## config.mk

```make
export PLATFORM = sky130hd
export DESIGN_NAME = fsd_slave_app
export DESIGN_NICKNAME = d
export VERILOG_FILES = /design/src/logic/fsd_delay.v /design/src/logic/fsd_slave_app.v
export VERILOG_INCLUDE_DIRS = /design/src /design/src/logic
export SDC_FILE = /design/constraint.sdc
export NUM_CORES = 1
export LEC_CHECK = 0
export BUFFER_PORTS_ARGS = -buffer_cell sky130_fd_sc_hd__buf_2
export CORE_UTILIZATION = 55
export DETAILED_ROUTE_END_ITERATION = 12
export PLACE_DENSITY = 0.8
export SLEW_MARGIN = 20
export SYNTH_ARGS = -nofsm -noshare
export SYNTH_HDL_FRONTEND = slang
export SYNTH_SLANG_ARGS = --single-unit
```

## constraint.sdc

```tcl
create_clock -name pclk -period 2.7 [get_ports pclk]
set_input_delay 0.135 -clock pclk [delete_from_list [all_inputs] [get_ports pclk]]
set_output_delay 0.135 -clock pclk [all_outputs]
set_load 0.05 [all_outputs]
```

## src/logic/fsd_consts.vh

```
`ifndef FSD_CONSTS_VH
`define FSD_CONSTS_VH

// ----------------------------------------------------------------
// Clock and timing
// ----------------------------------------------------------------
`define FSD_CLK_PERIOD_NS 100
`define FSD_IN_DELAY_NS 1000
`define FSD_OUT_DELAY_NS 2000
`define FSD_IN_DELAY_CYC ((`FSD_IN_DELAY_NS + `FSD_CLK_PERIOD_NS - 1) / `FSD_CLK_PERIOD_NS)
`define FSD_OUT_DELAY_CYC ((`FSD_OUT_DELAY_NS + `FSD_CLK_PERIOD_NS - 1) / `FSD_CLK_PERIOD_NS)
`define FSD_SAMPLE_CYC 10

// ----------------------------------------------------------------
// Register byte offsets
// ----------------------------------------------------------------
`define FSD_OFF_CTRL 8'h00
`define FSD_OFF_STATUS 8'h04
`define FSD_OFF_CODE 8'h08
`define FSD_OFF_CONFIG 8'h0c
`define FSD_OFF_IN_DLY 8'h10
`define FSD_OFF_OUT_DLY 8'h14
`define FSD_OFF_PROC_IN 8'h18
`define FSD_OFF_IO_STAT 8'h1c
`define FSD_OFF_EMCY_LO 8'h20
`define FSD_OFF_EMCY_HI 8'h24
`define FSD_OFF_RESTORE 8'h28

// ----------------------------------------------------------------
// Field positions
// ----------------------------------------------------------------
`define FSD_ACK_BIT 4
`define FSD_ERR_BIT 4
`define FSD_IOS_UNDERVOLT_BIT 5
`define FSD_IOS_OVERLOAD_BIT 4
`define FSD_EREG_SUPPLY_BIT 2
`define FSD_EREG_TEMP_BIT 4

// ----------------------------------------------------------------
// State encodings and status codes
// ----------------------------------------------------------------
`define FSD_ST_INIT 4'h1
`define FSD_ST_PREOP 4'h2
`define FSD_ST_BOOT 4'h3
`define FSD_ST_SAFEOP 4'h4
`define FSD_ST_OP 4'h8
`define FSD_CODE_OK 16'h0000
`define FSD_CODE_BAD_CHANGE 16'h0011
`define FSD_CODE_UNKNOWN 16'h0012
`define FSD_CODE_MBX_BOOT 16'h0015
`define FSD_CODE_MBX_PREOP 16'h0016
`define FSD_CODE_SM_CFG 16'h0017
`define FSD_CODE_WDOG 16'h001b
`define FSD_CODE_OUT_CFG 16'h001d
`define FSD_CODE_IN_CFG 16'h001e

// ----------------------------------------------------------------
// Emergency message codes, diagnostic codes and the restore value
// ----------------------------------------------------------------
`define FSD_EM_RESET 16'h0000
`define FSD_EM_OVERCUR 16'h3001
`define FSD_EM_SURGE 16'h3002
`define FSD_EM_UNDERVOLT 16'h3003
`define FSD_EM_OVERTEMP 16'h4001
`define FSD_DIAG_OVERCUR 8'h01
`define FSD_DIAG_SURGE 8'h02
`define FSD_DIAG_UNDERVOLT 8'h03
`define FSD_DIAG_OVERTEMP 8'h06
`define FSD_RESTORE_MAGIC 32'h00000001

`endif

```

## src/logic/fsd_delay.v

```verilog
`timescale 1ns/1ps
`include "fsd_consts.vh"

// One-shot delay: a start pulse gives a done pulse after delay_cyc + 1 edges.
module fsd_delay #(
  parameter W = 16
) (
  input wire pclk,
  input wire presetn,
  input wire start,
  input wire [W-1:0] delay_cyc,
  output reg done
);

  // ----------------------------------------------------------------
  // Counter
  // ----------------------------------------------------------------
  reg [W-1:0] cnt_q;
  reg busy_q;

  // A new start restarts the count, so a late sync edge is never merged.
  always @(posedge pclk or negedge presetn) begin
    if (!presetn) begin
      cnt_q <= {W{1'b0}};
      busy_q <= 1'b0;
      done <= 1'b0;
    end else begin
      done <= 1'b0;
      if (start) begin
        cnt_q <= delay_cyc;
        busy_q <= 1'b1;
      end else if (busy_q) begin
        if (cnt_q == {W{1'b0}}) begin
          busy_q <= 1'b0;
          done <= 1'b1;
        end else begin
          cnt_q <= cnt_q - {{(W-1){1'b0}}, 1'b1};
        end
      end
    end
  end

endmodule

```

## src/logic/fsd_slave_app.v

```verilog
// The APB interface to the registers and the register addresses were left to the implementer.
`timescale 1ns/1ps
`include "fsd_consts.vh"

module fsd_slave_app #(
  parameter DLY_W = 16,
  parameter SAMPLE_CYC = `FSD_SAMPLE_CYC
) (
  input wire pclk,
  input wire presetn,
  input wire [7:0] paddr,
  input wire psel,
  input wire penable,
  input wire pwrite,
  input wire [31:0] pwdata,
  output reg [31:0] prdata,
  output reg pready,
  output reg pslverr,
  input wire [15:0] device_input_number,
  input wire sup_overcurrent,
  input wire sup_surge,
  input wire sup_undervoltage,
  input wire overtemp,
  input wire mbx_cfg_ok,
  input wire sm_cfg_ok,
  input wire out_cfg_ok,
  input wire in_cfg_ok,
  input wire sm_watchdog,
  input wire sm_event,
  input wire sync0,
  output reg [15:0] proc_in,
  output reg [31:0] io_status,
  output reg pd_update,
  output reg emcy_valid,
  output reg [63:0] emcy_data,
  output reg restore_defaults
);

  // ----------------------------------------------------------------
  // Bus decode
  // ----------------------------------------------------------------
  wire setup = psel & ~penable;
  wire wr_take = psel & penable & pready & pwrite;
  wire wr_ctrl = wr_take & (paddr == `FSD_OFF_CTRL);

  reg [3:0] state_q;
  reg err_q;
  reg [15:0] code_q;
  reg [3:0] req_q;
  reg req_pend_q;
  reg ack_q;
  reg mode_dc_q;
  reg [DLY_W-1:0] in_dly_q;
  reg [DLY_W-1:0] out_dly_q;
  reg [15:0] samp_q;
  reg [31:0] ios_samp_q;
  reg [3:0] src_q;
  reg [3:0] pend_q;
  reg out_bad_q;
  reg in_bad_q;
  reg [15:0] free_cnt_q;
  reg [31:0] rd_d;
  reg hit_d;

  // Reset delays are sized here, so the header's plain counts never meet the register width.
  localparam integer IN_DLY_RST = `FSD_IN_DELAY_CYC;
  localparam integer OUT_DLY_RST = `FSD_OUT_DELAY_CYC;

  // ----------------------------------------------------------------
  // Register read mux
  // ----------------------------------------------------------------
  // Reserved bits read zero; an unmapped address answers with an error.
  always @* begin
    rd_d = 32'h00000000;
    hit_d = 1'b1;
    case (paddr)
      `FSD_OFF_CTRL: rd_d = {27'h0000000, 1'b0, req_q};
      `FSD_OFF_STATUS: rd_d = {27'h0000000, err_q, state_q};
      `FSD_OFF_CODE: rd_d = {16'h0000, code_q};
      `FSD_OFF_CONFIG: rd_d = {31'h00000000, mode_dc_q};
      `FSD_OFF_IN_DLY: rd_d = {{(32-DLY_W){1'b0}}, in_dly_q};
      `FSD_OFF_OUT_DLY: rd_d = {{(32-DLY_W){1'b0}}, out_dly_q};
      `FSD_OFF_PROC_IN: rd_d = {16'h0000, proc_in};
      `FSD_OFF_IO_STAT: rd_d = io_status;
      `FSD_OFF_EMCY_LO: rd_d = emcy_data[31:0];
      `FSD_OFF_EMCY_HI: rd_d = emcy_data[63:32];
      `FSD_OFF_RESTORE: rd_d = {31'h00000000, restore_defaults};
      default: hit_d = 1'b0;
    endcase
  end

  // Answer is prepared in the setup cycle, so the access phase ends at once.
  always @(posedge pclk or negedge presetn) begin
    if (!presetn) begin
      prdata <= 32'h00000000;
      pready <= 1'b0;
      pslverr <= 1'b0;
    end else begin
      pready <= setup;
      pslverr <= setup & ~hit_d;
      prdata <= (setup & ~pwrite & hit_d) ? rd_d : 32'h00000000;
    end
  end

  // ----------------------------------------------------------------
  // Writable configuration
  // ----------------------------------------------------------------
  // The restore flag is sticky until the next power-on reset.
  always @(posedge pclk or negedge presetn) begin
    if (!presetn) begin
      mode_dc_q <= 1'b0;
      in_dly_q <= IN_DLY_RST[DLY_W-1:0];
      out_dly_q <= OUT_DLY_RST[DLY_W-1:0];
      restore_defaults <= 1'b0;
      req_q <= `FSD_ST_INIT;
      req_pend_q <= 1'b0;
      ack_q <= 1'b0;
    end else begin
      req_pend_q <= wr_ctrl;
      ack_q <= wr_ctrl & pwdata[`FSD_ACK_BIT];
      if (wr_ctrl) begin
        req_q <= pwdata[3:0];
      end
      if (wr_take && paddr == `FSD_OFF_CONFIG) begin
        mode_dc_q <= pwdata[0];
      end
      if (wr_take && paddr == `FSD_OFF_IN_DLY) begin
        in_dly_q <= pwdata[DLY_W-1:0];
      end
      if (wr_take && paddr == `FSD_OFF_OUT_DLY) begin
        out_dly_q <= pwdata[DLY_W-1:0];
      end
      if (wr_take && paddr == `FSD_OFF_RESTORE && pwdata == `FSD_RESTORE_MAGIC) begin
        restore_defaults <= 1'b1;
      end
    end
  end

  // ----------------------------------------------------------------
  // State machine
  // ----------------------------------------------------------------
  localparam [3:0] ST_I = `FSD_ST_INIT;
  localparam [3:0] ST_P = `FSD_ST_PREOP;
  localparam [3:0] ST_B = `FSD_ST_BOOT;
  localparam [3:0] ST_S = `FSD_ST_SAFEOP;
  localparam [3:0] ST_O = `FSD_ST_OP;

  reg known_d;
  reg illegal_d;
  reg [3:0] state_d;
  reg err_d;
  reg [15:0] code_d;
  wire run_state = (state_q == ST_O) | (state_q == ST_S);
  wire out_rise = ~out_cfg_ok & ~out_bad_q;
  wire in_rise = ~in_cfg_ok & ~in_bad_q;
  wire p_to_s = (state_q == ST_P) & (req_q == ST_S);

  // Faults detected while running are checked last, so they win over a request.
  always @* begin
    state_d = state_q;
    err_d = err_q;
    code_d = code_q;
    case (req_q)
      ST_I, ST_P, ST_B, ST_S, ST_O: known_d = 1'b1;
      default: known_d = 1'b0;
    endcase
    illegal_d = ((state_q == ST_I) & ((req_q == ST_S) | (req_q == ST_O))) |
                ((state_q == ST_P) & (req_q == ST_O)) |
                ((req_q == ST_B) & (state_q != ST_I) & (state_q != ST_B)) |
                ((state_q == ST_B) & (req_q != ST_I) & (req_q != ST_B));
    if (ack_q) begin
      err_d = 1'b0;
    end
    if (req_pend_q) begin
      if (!known_d) begin
        err_d = 1'b1;
        code_d = `FSD_CODE_UNKNOWN;
      end else if (illegal_d) begin
        err_d = 1'b1;
        code_d = `FSD_CODE_BAD_CHANGE;
      end else if (state_q == ST_I && req_q == ST_B && !mbx_cfg_ok) begin
        err_d = 1'b1;
        code_d = `FSD_CODE_MBX_BOOT;
      end else if (state_q == ST_I && req_q == ST_P && !mbx_cfg_ok) begin
        err_d = 1'b1;
        code_d = `FSD_CODE_MBX_PREOP;
      end else if ((p_to_s || (state_q == ST_S && req_q == ST_O)) && !sm_cfg_ok) begin
        err_d = 1'b1;
        code_d = `FSD_CODE_SM_CFG;
      end else if (p_to_s && !out_cfg_ok) begin
        err_d = 1'b1;
        code_d = `FSD_CODE_OUT_CFG;
      end else if (p_to_s && !in_cfg_ok) begin
        state_d = ST_P;
        err_d = 1'b1;
        code_d = `FSD_CODE_IN_CFG;
      end else begin
        state_d = req_q;
        err_d = 1'b0;
        code_d = `FSD_CODE_OK;
      end
    end
    if (run_state) begin
      if (sm_watchdog) begin
        state_d = ST_S;
        err_d = 1'b1;
        code_d = `FSD_CODE_WDOG;
      end else if (in_rise) begin
        state_d = ST_P;
        err_d = 1'b1;
        code_d = `FSD_CODE_IN_CFG;
      end else if (out_rise) begin
        state_d = ST_S;
        err_d = 1'b1;
        code_d = `FSD_CODE_OUT_CFG;
      end
    end
  end

  // Failed requests only touch flag and code, never the state.
  always @(posedge pclk or negedge presetn) begin
    if (!presetn) begin
      state_q <= ST_I;
      err_q <= 1'b0;
      code_q <= `FSD_CODE_OK;
      out_bad_q <= 1'b0;
      in_bad_q <= 1'b0;
    end else begin
      state_q <= state_d;
      err_q <= err_d;
      code_q <= code_d;
      out_bad_q <= ~out_cfg_ok;
      in_bad_q <= ~in_cfg_ok;
    end
  end

  // ----------------------------------------------------------------
  // Input sampling and process data
  // ----------------------------------------------------------------
  wire in_dly_done;
  wire out_dly_done;
  wire free_tick = (free_cnt_q == 16'h0000);
  wire sample_now = mode_dc_q ? in_dly_done : free_tick;
  wire publish_now = mode_dc_q ? out_dly_done : sm_event;

  fsd_delay #(.W(DLY_W)) u_in_dly (
    .pclk(pclk),
    .presetn(presetn),
    .start(sync0 & mode_dc_q),
    .delay_cyc(in_dly_q),
    .done(in_dly_done)
  );

  fsd_delay #(.W(DLY_W)) u_out_dly (
    .pclk(pclk),
    .presetn(presetn),
    .start(sync0 & mode_dc_q),
    .delay_cyc(out_dly_q),
    .done(out_dly_done)
  );

  // Free-running sampler keeps going in both modes, but is only used in the default one.
  always @(posedge pclk or negedge presetn) begin
    if (!presetn) begin
      free_cnt_q <= 16'h0000;
      samp_q <= 16'h0000;
      ios_samp_q <= 32'h00000000;
      proc_in <= 16'h0000;
      io_status <= 32'h00000000;
      pd_update <= 1'b0;
    end else begin
      free_cnt_q <= free_tick ? SAMPLE_CYC[15:0] - 16'h0001 : free_cnt_q - 16'h0001;
      if (sample_now) begin
        samp_q <= device_input_number;
        ios_samp_q <= 32'h00000000;
        ios_samp_q[`FSD_IOS_UNDERVOLT_BIT] <= sup_undervoltage;
        ios_samp_q[`FSD_IOS_OVERLOAD_BIT] <= sup_overcurrent;
      end
      pd_update <= publish_now;
      if (publish_now) begin
        proc_in <= samp_q;
        io_status <= ios_samp_q;
      end
    end
  end

  // ----------------------------------------------------------------
  // Emergency messages
  // ----------------------------------------------------------------
  wire [3:0] src = {overtemp, sup_undervoltage, sup_surge, sup_overcurrent};
  wire [3:0] change = src ^ src_q;
  reg [3:0] sel_d;
  reg [15:0] em_code_d;
  reg [7:0] em_diag_d;
  reg [7:0] em_ereg_d;

  // Lowest source index goes first; the rest wait in their pending bits.
  always @* begin
    sel_d = 4'h0;
    em_code_d = `FSD_EM_RESET;
    em_diag_d = 8'h00;
    em_ereg_d = 8'h00;
    em_ereg_d[`FSD_EREG_SUPPLY_BIT] = |src_q[2:0];
    em_ereg_d[`FSD_EREG_TEMP_BIT] = src_q[3];
    if (pend_q[0]) begin
      sel_d = 4'h1;
      em_code_d = src_q[0] ? `FSD_EM_OVERCUR : `FSD_EM_RESET;
      em_diag_d = `FSD_DIAG_OVERCUR;
    end else if (pend_q[1]) begin
      sel_d = 4'h2;
      em_code_d = src_q[1] ? `FSD_EM_SURGE : `FSD_EM_RESET;
      em_diag_d = `FSD_DIAG_SURGE;
    end else if (pend_q[2]) begin
      sel_d = 4'h4;
      em_code_d = src_q[2] ? `FSD_EM_UNDERVOLT : `FSD_EM_RESET;
      em_diag_d = `FSD_DIAG_UNDERVOLT;
    end else if (pend_q[3]) begin
      sel_d = 4'h8;
      em_code_d = src_q[3] ? `FSD_EM_OVERTEMP : `FSD_EM_RESET;
      em_diag_d = `FSD_DIAG_OVERTEMP;
    end
  end

  // A message is a single pulse; no answer is awaited from the master.
  always @(posedge pclk or negedge presetn) begin
    if (!presetn) begin
      src_q <= 4'h0;
      pend_q <= 4'h0;
      emcy_valid <= 1'b0;
      emcy_data <= 64'h0000000000000000;
    end else begin
      src_q <= src;
      pend_q <= (pend_q & ~sel_d) | change; // Set wins over the send-clear.
      emcy_valid <= |sel_d;
      if (|sel_d) begin
        emcy_data <= {24'h000000, em_diag_d, 8'h00, em_ereg_d, em_code_d};
      end
    end
  end

endmodule
```

=== Yosys cells after proc, flatten, opt, wreduce, memory -nomap -nowiden ===
Cells that the tools add are included.

* Add/sub/neg operators: 3
* Eq/ne operators: 27
* Mux-type cells: 78
* Bitwise operators: 35
* Reductions and logical operators: 30

{| class="wikitable"
|+ Operators by type and width
! cell !! number
|-
| $pmux 21 s11 || 1
|-
| $mux 16 || 12
|-
| $mux 15 || 5
|-
| $mux 4 || 16
|-
| $logic_not 16->1 || 3
|-
| $sub 16x1->16 const B || 3
|-
| $mux 14 || 3
|-
| $mux 5 || 7
|-
| $eq 32x1->1 const B || 1
|-
| $eq 8x5->1 const B || 4
|-
| $mux 32 || 1
|-
| $mux 1 || 29
|-
| $eq 8x6->1 const B || 3
|-
| $and 1x1->1 || 19
|-
| $eq 4x2->1 const B || 4
|-
| $eq 8x4->1 const B || 2
|-
| $logic_and 1x1->1 || 13
|-
| $mux 3 || 4
|-
| $reduce_or 11->1 || 1
|-
| $eq 4x1->1 const B || 2
|-
| $eq 4x3->1 const B || 2
|-
| $eq 4x4->1 const B || 2
|-
| $eq 8x3->1 const B || 1
|-
| $logic_not 8->1 || 1
|-
| 17 further kinds || 34
|}

* Register bits after elaboration: 221
* Bits of input ports: 72
* Output and inout bits: 149
* Word-level logic and storage cells: 204

=== Logic depth before layout (Yosys ltp) ===
Gate-level depths: netlist (run 1).

* Depth in word-level cells: 15
* Mapped depth: 8
* Gate-level depth less buffers: 7

=== By module ===
From an unflattened synthesis (run 1), not the netlist that was laid out.

* Cells, all modules: 926
* Area total of the unflattened synthesis: 9761.9 µm²

{| class="wikitable"
|+ By module, submodules not included
! module !! instances !! cells an instance !! area each (µm²) !! sequential area each (µm²)
|-
| fsd_slave_app || 1 || 674 || 7604.8 || 3861.2
|-
| fsd_delay || 2 || 126 || 1078.5 || 450.4
|}

=== Worst setup path after synthesis (run 1) ===
OpenSTA, ideal clock, no wires.

* Kind: reg-to-reg
* Start point: register free_cnt_q[8]
* End point: register ios_samp_q[5]
* Library setup time: 0.127 ns
* Data arrival time: 2.292 ns
* Data required time: 2.573 ns
* Slack: 0.280 ns
* Cell stages (with the launch flop): 8
* Path buffers: 2
* Clock period less this slack: 2.420 ns
* Path through: dfrtp_1 > or4_4 > or3_4 > nor3_4 > mux2_1 > buf_4 > buf_8 > mux2_1

* Word-level cells in the longest chain between the ends: 2

{| class="wikitable"
|+ Ends and longest elaborated chain
! element !! RTL line !! text
|-
| start: declaration || fsd_slave_app.v:61 || <nowiki>reg [15:0] free_cnt_q;</nowiki>
|-
| start signal: assignment || fsd_slave_app.v:272 || <nowiki>free_cnt_q <= free_tick ? SAMPLE_CYC[15:0] - 16'h0001 : free_cnt_q - 16'h0001;</nowiki>
|-
| $logic_not 16->1 || fsd_slave_app.v:242 || <nowiki>wire free_tick = (free_cnt_q == 16'h0000);</nowiki>
|-
| $mux 1 || fsd_slave_app.v:243 || <nowiki>wire sample_now = mode_dc_q ? in_dly_done : free_tick;</nowiki>
|-
| end signal: indexed assignment || fsd_slave_app.v:276 || <nowiki>ios_samp_q[`FSD_IOS_UNDERVOLT_BIT] <= sup_undervoltage;</nowiki>
|-
| end signal: indexed assignment || fsd_slave_app.v:277 || <nowiki>ios_samp_q[`FSD_IOS_OVERLOAD_BIT] <= sup_overcurrent;</nowiki>
|-
| end: declaration || fsd_slave_app.v:56 || <nowiki>reg [31:0] ios_samp_q;</nowiki>
|}

Every way passes these cells.
A chain may end at the register's enable or synchronous reset.

=== Worst setup path in the final report (run 1) ===
* Start point: register free_cnt_q[8]
* End point: register samp_q[6]

* Word-level cells in the longest chain between the ends: 2

{| class="wikitable"
|+ Ends and longest elaborated chain
! element !! RTL line !! text
|-
| $logic_not 16->1 || fsd_slave_app.v:242 ||
|-
| $mux 1 || fsd_slave_app.v:243 ||
|-
| end signal: assignment || fsd_slave_app.v:274 || <nowiki>samp_q <= device_input_number;</nowiki>
|-
| end: declaration || fsd_slave_app.v:55 || <nowiki>reg [15:0] samp_q;</nowiki>
|}

Every way passes these cells.

==> results of run 1 <==
==> cells in the final DEF, fill, tap and decap left out, types with 18 or more instances in the layout <==
cell type,netlist,routed
a21oi_1,33,33
buf_2,3,121
buf_4,100,18
conb_1,1,98
dfrtp_1,184,184
dlygate4sd3_1,0,39
inv_1,20,20
mux2_2,67,67
mux2i_1,19,18
nand2_1,59,59
nor2_1,83,83
nor3_1,35,35
nor4_1,20,19
o21ai_0,46,46
xnor2_1,26,26
==> per-layer routing <==
metal,vias to the layer above,track usage
met3,51,0.05215
met1,3706,0.3653
met2,322,0.4453
met5,-,0
met4,0,0.09488
li1,3405,-
==> report_power, final <==
group	total (mW)	leakage [nW]	internal, mW	switching [mW]
combinational	1.37	2.42	0.430	0.944
sequential	3.30	2.33	3.06	0.241
clock	2.48	0.281	1.31	1.17
==> area by class of cell <==
type	count	area, um^2
Inverter	20	75.07
Clock inverter	15	150.1
Multi-Input combinational cell	672	4275
Clock buffer	17	425.4
Tap cell	225	281.5
Sequential cell	190	4762
Fill cell	1349	6020
Antenna cell	1	2.502
Timing Repair Buffer	181	1185
==> cells by family (layout without fill, tap and decap cells) <==
group                    Yosys count  count (layout)  share of synthesized area
other                              1              99                  0.0003892
adder cells (fa/ha/maj)            4               4                   0.005195
multiplexers                      97              97                     0.1109
buffers and inverters            158             233                     0.1021
XOR/XNOR                          34              34                    0.03091
AND/OR/NAND/NOR                  286             286                     0.1518
AO/OA/AOI/OAI                    153             153                     0.1044
flip-flops                       190             190                     0.4943
==> stage by stage <==
stage	total power [mW]	area, um^2	worst slack [ns]	util	hold WS (ns)
detailed placement	4.663	10190	0.3030	0.5932	0.1969
global placement	4.618	10190	0.3457	0.5932	0.1927
finish	7.154	11160	0.2748	0.6495	0.02583
global route	7.446	11150	0.1817	0.6494	0.02884
CTS	7.165	11150	0.2874	0.6494	0.01048
floorplan	4.397	9998	0.2801	-	-0.1606
==> worst max-delay path, delay by kind of cell, from the launching register on <==
| family | cells | cell delay [ns] |
|---|---|---|
| muxes | 2 | 0.55 |
| buffers and inverters | 1 | 0.19 |
| DFF | 1 | 0.41 |
| and+or+nand+nor | 3 | 1.15 |
==> worst max-delay path by stage <==
stage                     slack, ns  cells after the start       endpoint     startpoint
after floorplan                0.28                      7  ios_samp_q[5]  free_cnt_q[8]
after global placement         0.35                      6      samp_q[6]  free_cnt_q[8]
after detailed placement       0.30                      6     samp_q[13]  free_cnt_q[8]
after CTS                      0.29                      6      samp_q[0]  free_cnt_q[8]
after global routing           0.18                      6      samp_q[6]  free_cnt_q[8]
final                          0.27                      6      samp_q[6]  free_cnt_q[8]
==> out/metrics.yaml, run 1 <==
status: "finished, final reports clean"
numClockSinks: 190
yosysTopAreaCellShare: 0.4779
r2r_end: "samp_q[6]"
wl_met1_um: 9696
max_slew.worst_pin.slew_ns: 0.8060
fmax_mhz: 412.3
ctsResizeCount: 0
yosysWarningCount: 0
crit_slowest_cell: "or4_4"
synth_area_um2: 9634
worstSkewPairLatency_ns: 0.44
initial_core_util: 0.5609
dr.pass1.iters: 6
grtUsageTotal: 0.2728
top_layer: "met4"
clkTransAtPathRegs_ns: 0.07
antenna_found_initial: 0
power_density_nw_per_um2: 641.2
cp_data_required_time_ns: 3.02
hold_end: "out_dly_q[5]"
ys_async_sr_fraction: 1.000
syn_area_per_cell_um2: 10.44
clockBufferDepth: 2
io_buffers: 122
crit_arrival_ns: 2.75
r2r_slack_ns: 0.27
start_kind: "flip-flop"
wl_met3_um: 1696
maxCapViolations: 0
die_area_um2: 18050
num_vias: 7484
finalCritPeriodShare: 0.8982
via_per_inst: 5.665
routed_wirelength_um: 23610
ys.flop_type: "dfrtp_1"
min_from: "pwdata[5]"
slew_viol_final: 0
tritoncts: "yes"
nets: 1158
crit_fanout: 18
hold_path_depth: 2
skew_ns: 0.01195
ctsHoldBuffers: 39
area_growth_pct: 15.81
synth_edf_count: 0
dp_cells: 1249
grt_setup_unrepaired: "no"
io_pins: 221
relSlewSlack: 0.4607
numCtsBuffers: 17
ant_nets: 0
synth_common_cells: "184 x dfrtp_1, 100 x buf_4, 83 x nor2_1"
yosysSeqAreaShare: 0.4943
rows: 48
post_cts_buffers: 0
grt-ovfl-total: 0
die_h_um: 134.4
post-synth-top-area-cell: "dfrtp_1"
dr.first_iter.drc_count: 731
gp_congestion: 0.9125
grt_pass1_wl_um: 37790
chipWidth_um: 134.4
fin_crit_ns: 2.425
setup_viol: 0
synth_seq_cells: 190
hold_class: "in2reg"
top_register: "prdata"
core_area_um2: 17180
synth_area_leaders: "dfrtp_1 48%, mux2_2 7.8%, buf_4 7.8%"
route.met2.wl_um: 11640
drc: 0
crit_chain: "or4_4, or3_4, nor3_4, mux2_1, buf_12, mux2_2"
tns_ns: 0
p_leak_nw: 5.031
final_cells: 1321
irDropWorstVdd_mv: 0.5470
h-tree-depth: 4
synth.most_common_cell: "dfrtp_1"
worst-setup-path-type: "reg2reg"
finalHoldViolCount: 0
syn_inst: 923
cpPeakStageDelay_ns: 0.56
grt_pass1_vias: 7264
dp_hpwl_um: 16300
grt_max_degree: 75
synthDistinctLibCells: 70
route.detailed.wl_per_inst_um: 17.87
r2r_start: "free_cnt_q[8]"
largest_reg_flops: 18
cts-root-buf: "clkbuf_16"
drive_gt1_frac: 0.2402
crit_path_end_kind: "flip-flop"
r2r_cells: 6
Note: power is estimated with default switching activity, not from simulation.
==> inputs of run 2 (changes only) <==
--- a/config.mk
+++ b/config.mk
@@ -7,6 +7,7 @@
 export NUM_CORES = 1
 export LEC_CHECK = 0
 export BUFFER_PORTS_ARGS = -buffer_cell sky130_fd_sc_hd__buf_2
+export CORE_MARGIN = 3
 export CORE_UTILIZATION = 55
 export DETAILED_ROUTE_END_ITERATION = 12
 export PLACE_DENSITY = 0.8
==> run 2 against run 1 <==
Effect of this change:
- cell area is essentially flat
- sequential power hardly changed
- clock power increased by 6%
- die area grew 6.0%
- clock skew rose by 0.0011 ns
- via count fell by 0.53%
- routed wire length is 2.9% higher
- combinational power about the same
- non-clock buffer count decreased by 3
- cell count shrank 0.68%
- critical path type unchanged
==> out/metrics.yaml, run 2 (synthesis gave the netlist of run 1 again) <==
crit_path_end_kind: "flip-flop"
place_ws_ns: 0.2937
final_util: 0.6613
final_cell_mix: "184 x dfrtp_1, 121 x buf_2, 98 x conb_1, 83 x nor2_1, 67 x mux2_2"
grt_max_degree: 90
gp_congestion: 0.9233
diodes: 0
chipWidth_um: 138.4
numClockSinks: 190
dr.first_iter.drc_count: 782
die_area_um2: 19140
grt-ovfl-total: 0
crit_arrival_ns: 2.74
fin_crit_ns: 2.422
slew_viol_final: 0
dp_hpwl_um: 16820
largest_reg_flops: 18
irDropWorstVdd_mv: 0.5448
drive_gt1_frac: 0.2399
rows: 47
dr.pass1.iters: 6
post_cts_buffers: 0
num_vias: 7444
maxCapViolations: 0
io_pins: 221
pwr-share-clk: 0.361
relSlewSlack: 0.4380
via_per_inst: 5.674
p_seq_frac: 0.452
grt_pass1_vias: 7205
area_growth_pct: 15.84
drc: 0
internal_power_mw: 4.989
p_comb_frac: 0.187
core_area_um2: 16880
routed_wirelength_um: 24300
route.detailed.wl_per_inst_um: 18.52
nets: 1155
status: "finished, final reports clean"
die_h_um: 138.4
initial_core_util: 0.5708
cts-root-buf: "clkbuf_16"
grtUsageTotal: 0.2513
io_buffers: 122
power_density_nw_per_um2: 656.7
fin_ws_ns: 0.2785
grt_setup_unrepaired: "no"
clkTransAtPathRegs_ns: 0.07
setup_viol: 0
top_register: "prdata"
worst-setup-path-type: "reg2reg"
fmax_mhz: 413.0
ant_nets: 0
fin_total_pwr_mw: 7.329
grt_pass1_wl_um: 38620
tritoncts: "yes"
p_sw_mw: 2.341
max_slew.worst_pin.slew_ns: 0.8399
clockBufferDepth: 2
start_kind: "flip-flop"
h-tree-depth: 4
tns_ns: 0
ctsResizeCount: 0
p_leak_nw: 5.039
skew_ns: 0.01303
finalHoldViolCount: 0
finalCritPeriodShare: 0.8969
antenna_found_initial: 0
final_common_cell: "dfrtp_1"
hold_class: "in2reg"
worstSkewPairLatency_ns: 0.44
cp_data_required_time_ns: 3.02
sw_frac_of_total: 0.3194
crit_fanout: 18
numCtsBuffers: 17
[run 2: critical path, cell delays in order, from the launching register on]
cell and delay [ns]:
dfrtp_1 0.40, or4_4 0.56, or3_4 0.41, nor3_4 0.18
mux2_1 0.20, buf_12 0.19, mux2_1 0.35
[run 2: metal layers]
| metal | vias up | track usage | share of wire |
|---|---|---|---|
| met1 | 3660 | 0.3306 | 0.40 |
| li1 | 3395 | - | - |
| met4 | 0 | 0.09568 | 0.031 |
| met2 | 335 | 0.3959 | 0.49 |
| met3 | 54 | 0.07528 | 0.081 |
| met5 | - | 0 | 0 |
[run 2: layout make-up]
cell class	instances	area, um^2
clock buffer	18	439.2
clock inverter	14	176.4
inverter	20	75.07
tap	220	275.3
fill	1262	5717
timing repair buffer	178	1157
multi-input combinational	672	4275
sequential	190	4762
[run 2: through the flow]
| stage | instance area (um^2) | hold WS, ns | cells |
|---|---|---|---|
| 5_1_grt | 11160 | 0.01596 | 1312 |
| 6_report | 11160 | 0.01316 | 1312 |
| 2_1_floorplan | 9998 | -0.1606 | 1020 |
| 3_3_place_gp | 10170 | 0.2389 | 1243 |
| 3_5_place_dp | 10170 | 0.2407 | 1243 |
| 4_1_cts | 11160 | 0.006634 | 1312 |
[run 2: worst paths after layout]
| check | start | to | slack (ns) | depth (start not counted) |
|---|---|---|---|---|
| min | pwdata[13] | in_dly_q[13] | 0.01 | 2 |
| min in group asynchronous | presetn | free_cnt_q[3] | 0.31 | 2 |
| max reg2reg | free_cnt_q[8] | samp_q[10] | 0.28 | 6 |
| min reg2reg | code_q[12] | code_q[12] | 0.49 | 1 |
| max in group asynchronous | presetn | req_q[0] | 1.53 | 3 |
| max | free_cnt_q[8] | samp_q[10] | 0.28 | 6 |
[run 2: repair_timing]
item / 4_1_cts / 5_1_grt
endpoints found under the setup margin: 0 / 0
hold buffers: 37 / 0
endpoints found under the hold margin: 133 / 0
[run 2: power groups by stage]
stage               Combinational, mW  Sequential [mW]  Clock, mW
floorplan                       0.986             3.41          0
global placement                 1.27             3.35          0
detailed placement               1.30             3.35          0
CTS                              1.36             3.30       2.66
global route                     1.49             3.34       2.80
finish                           1.37             3.31       2.64
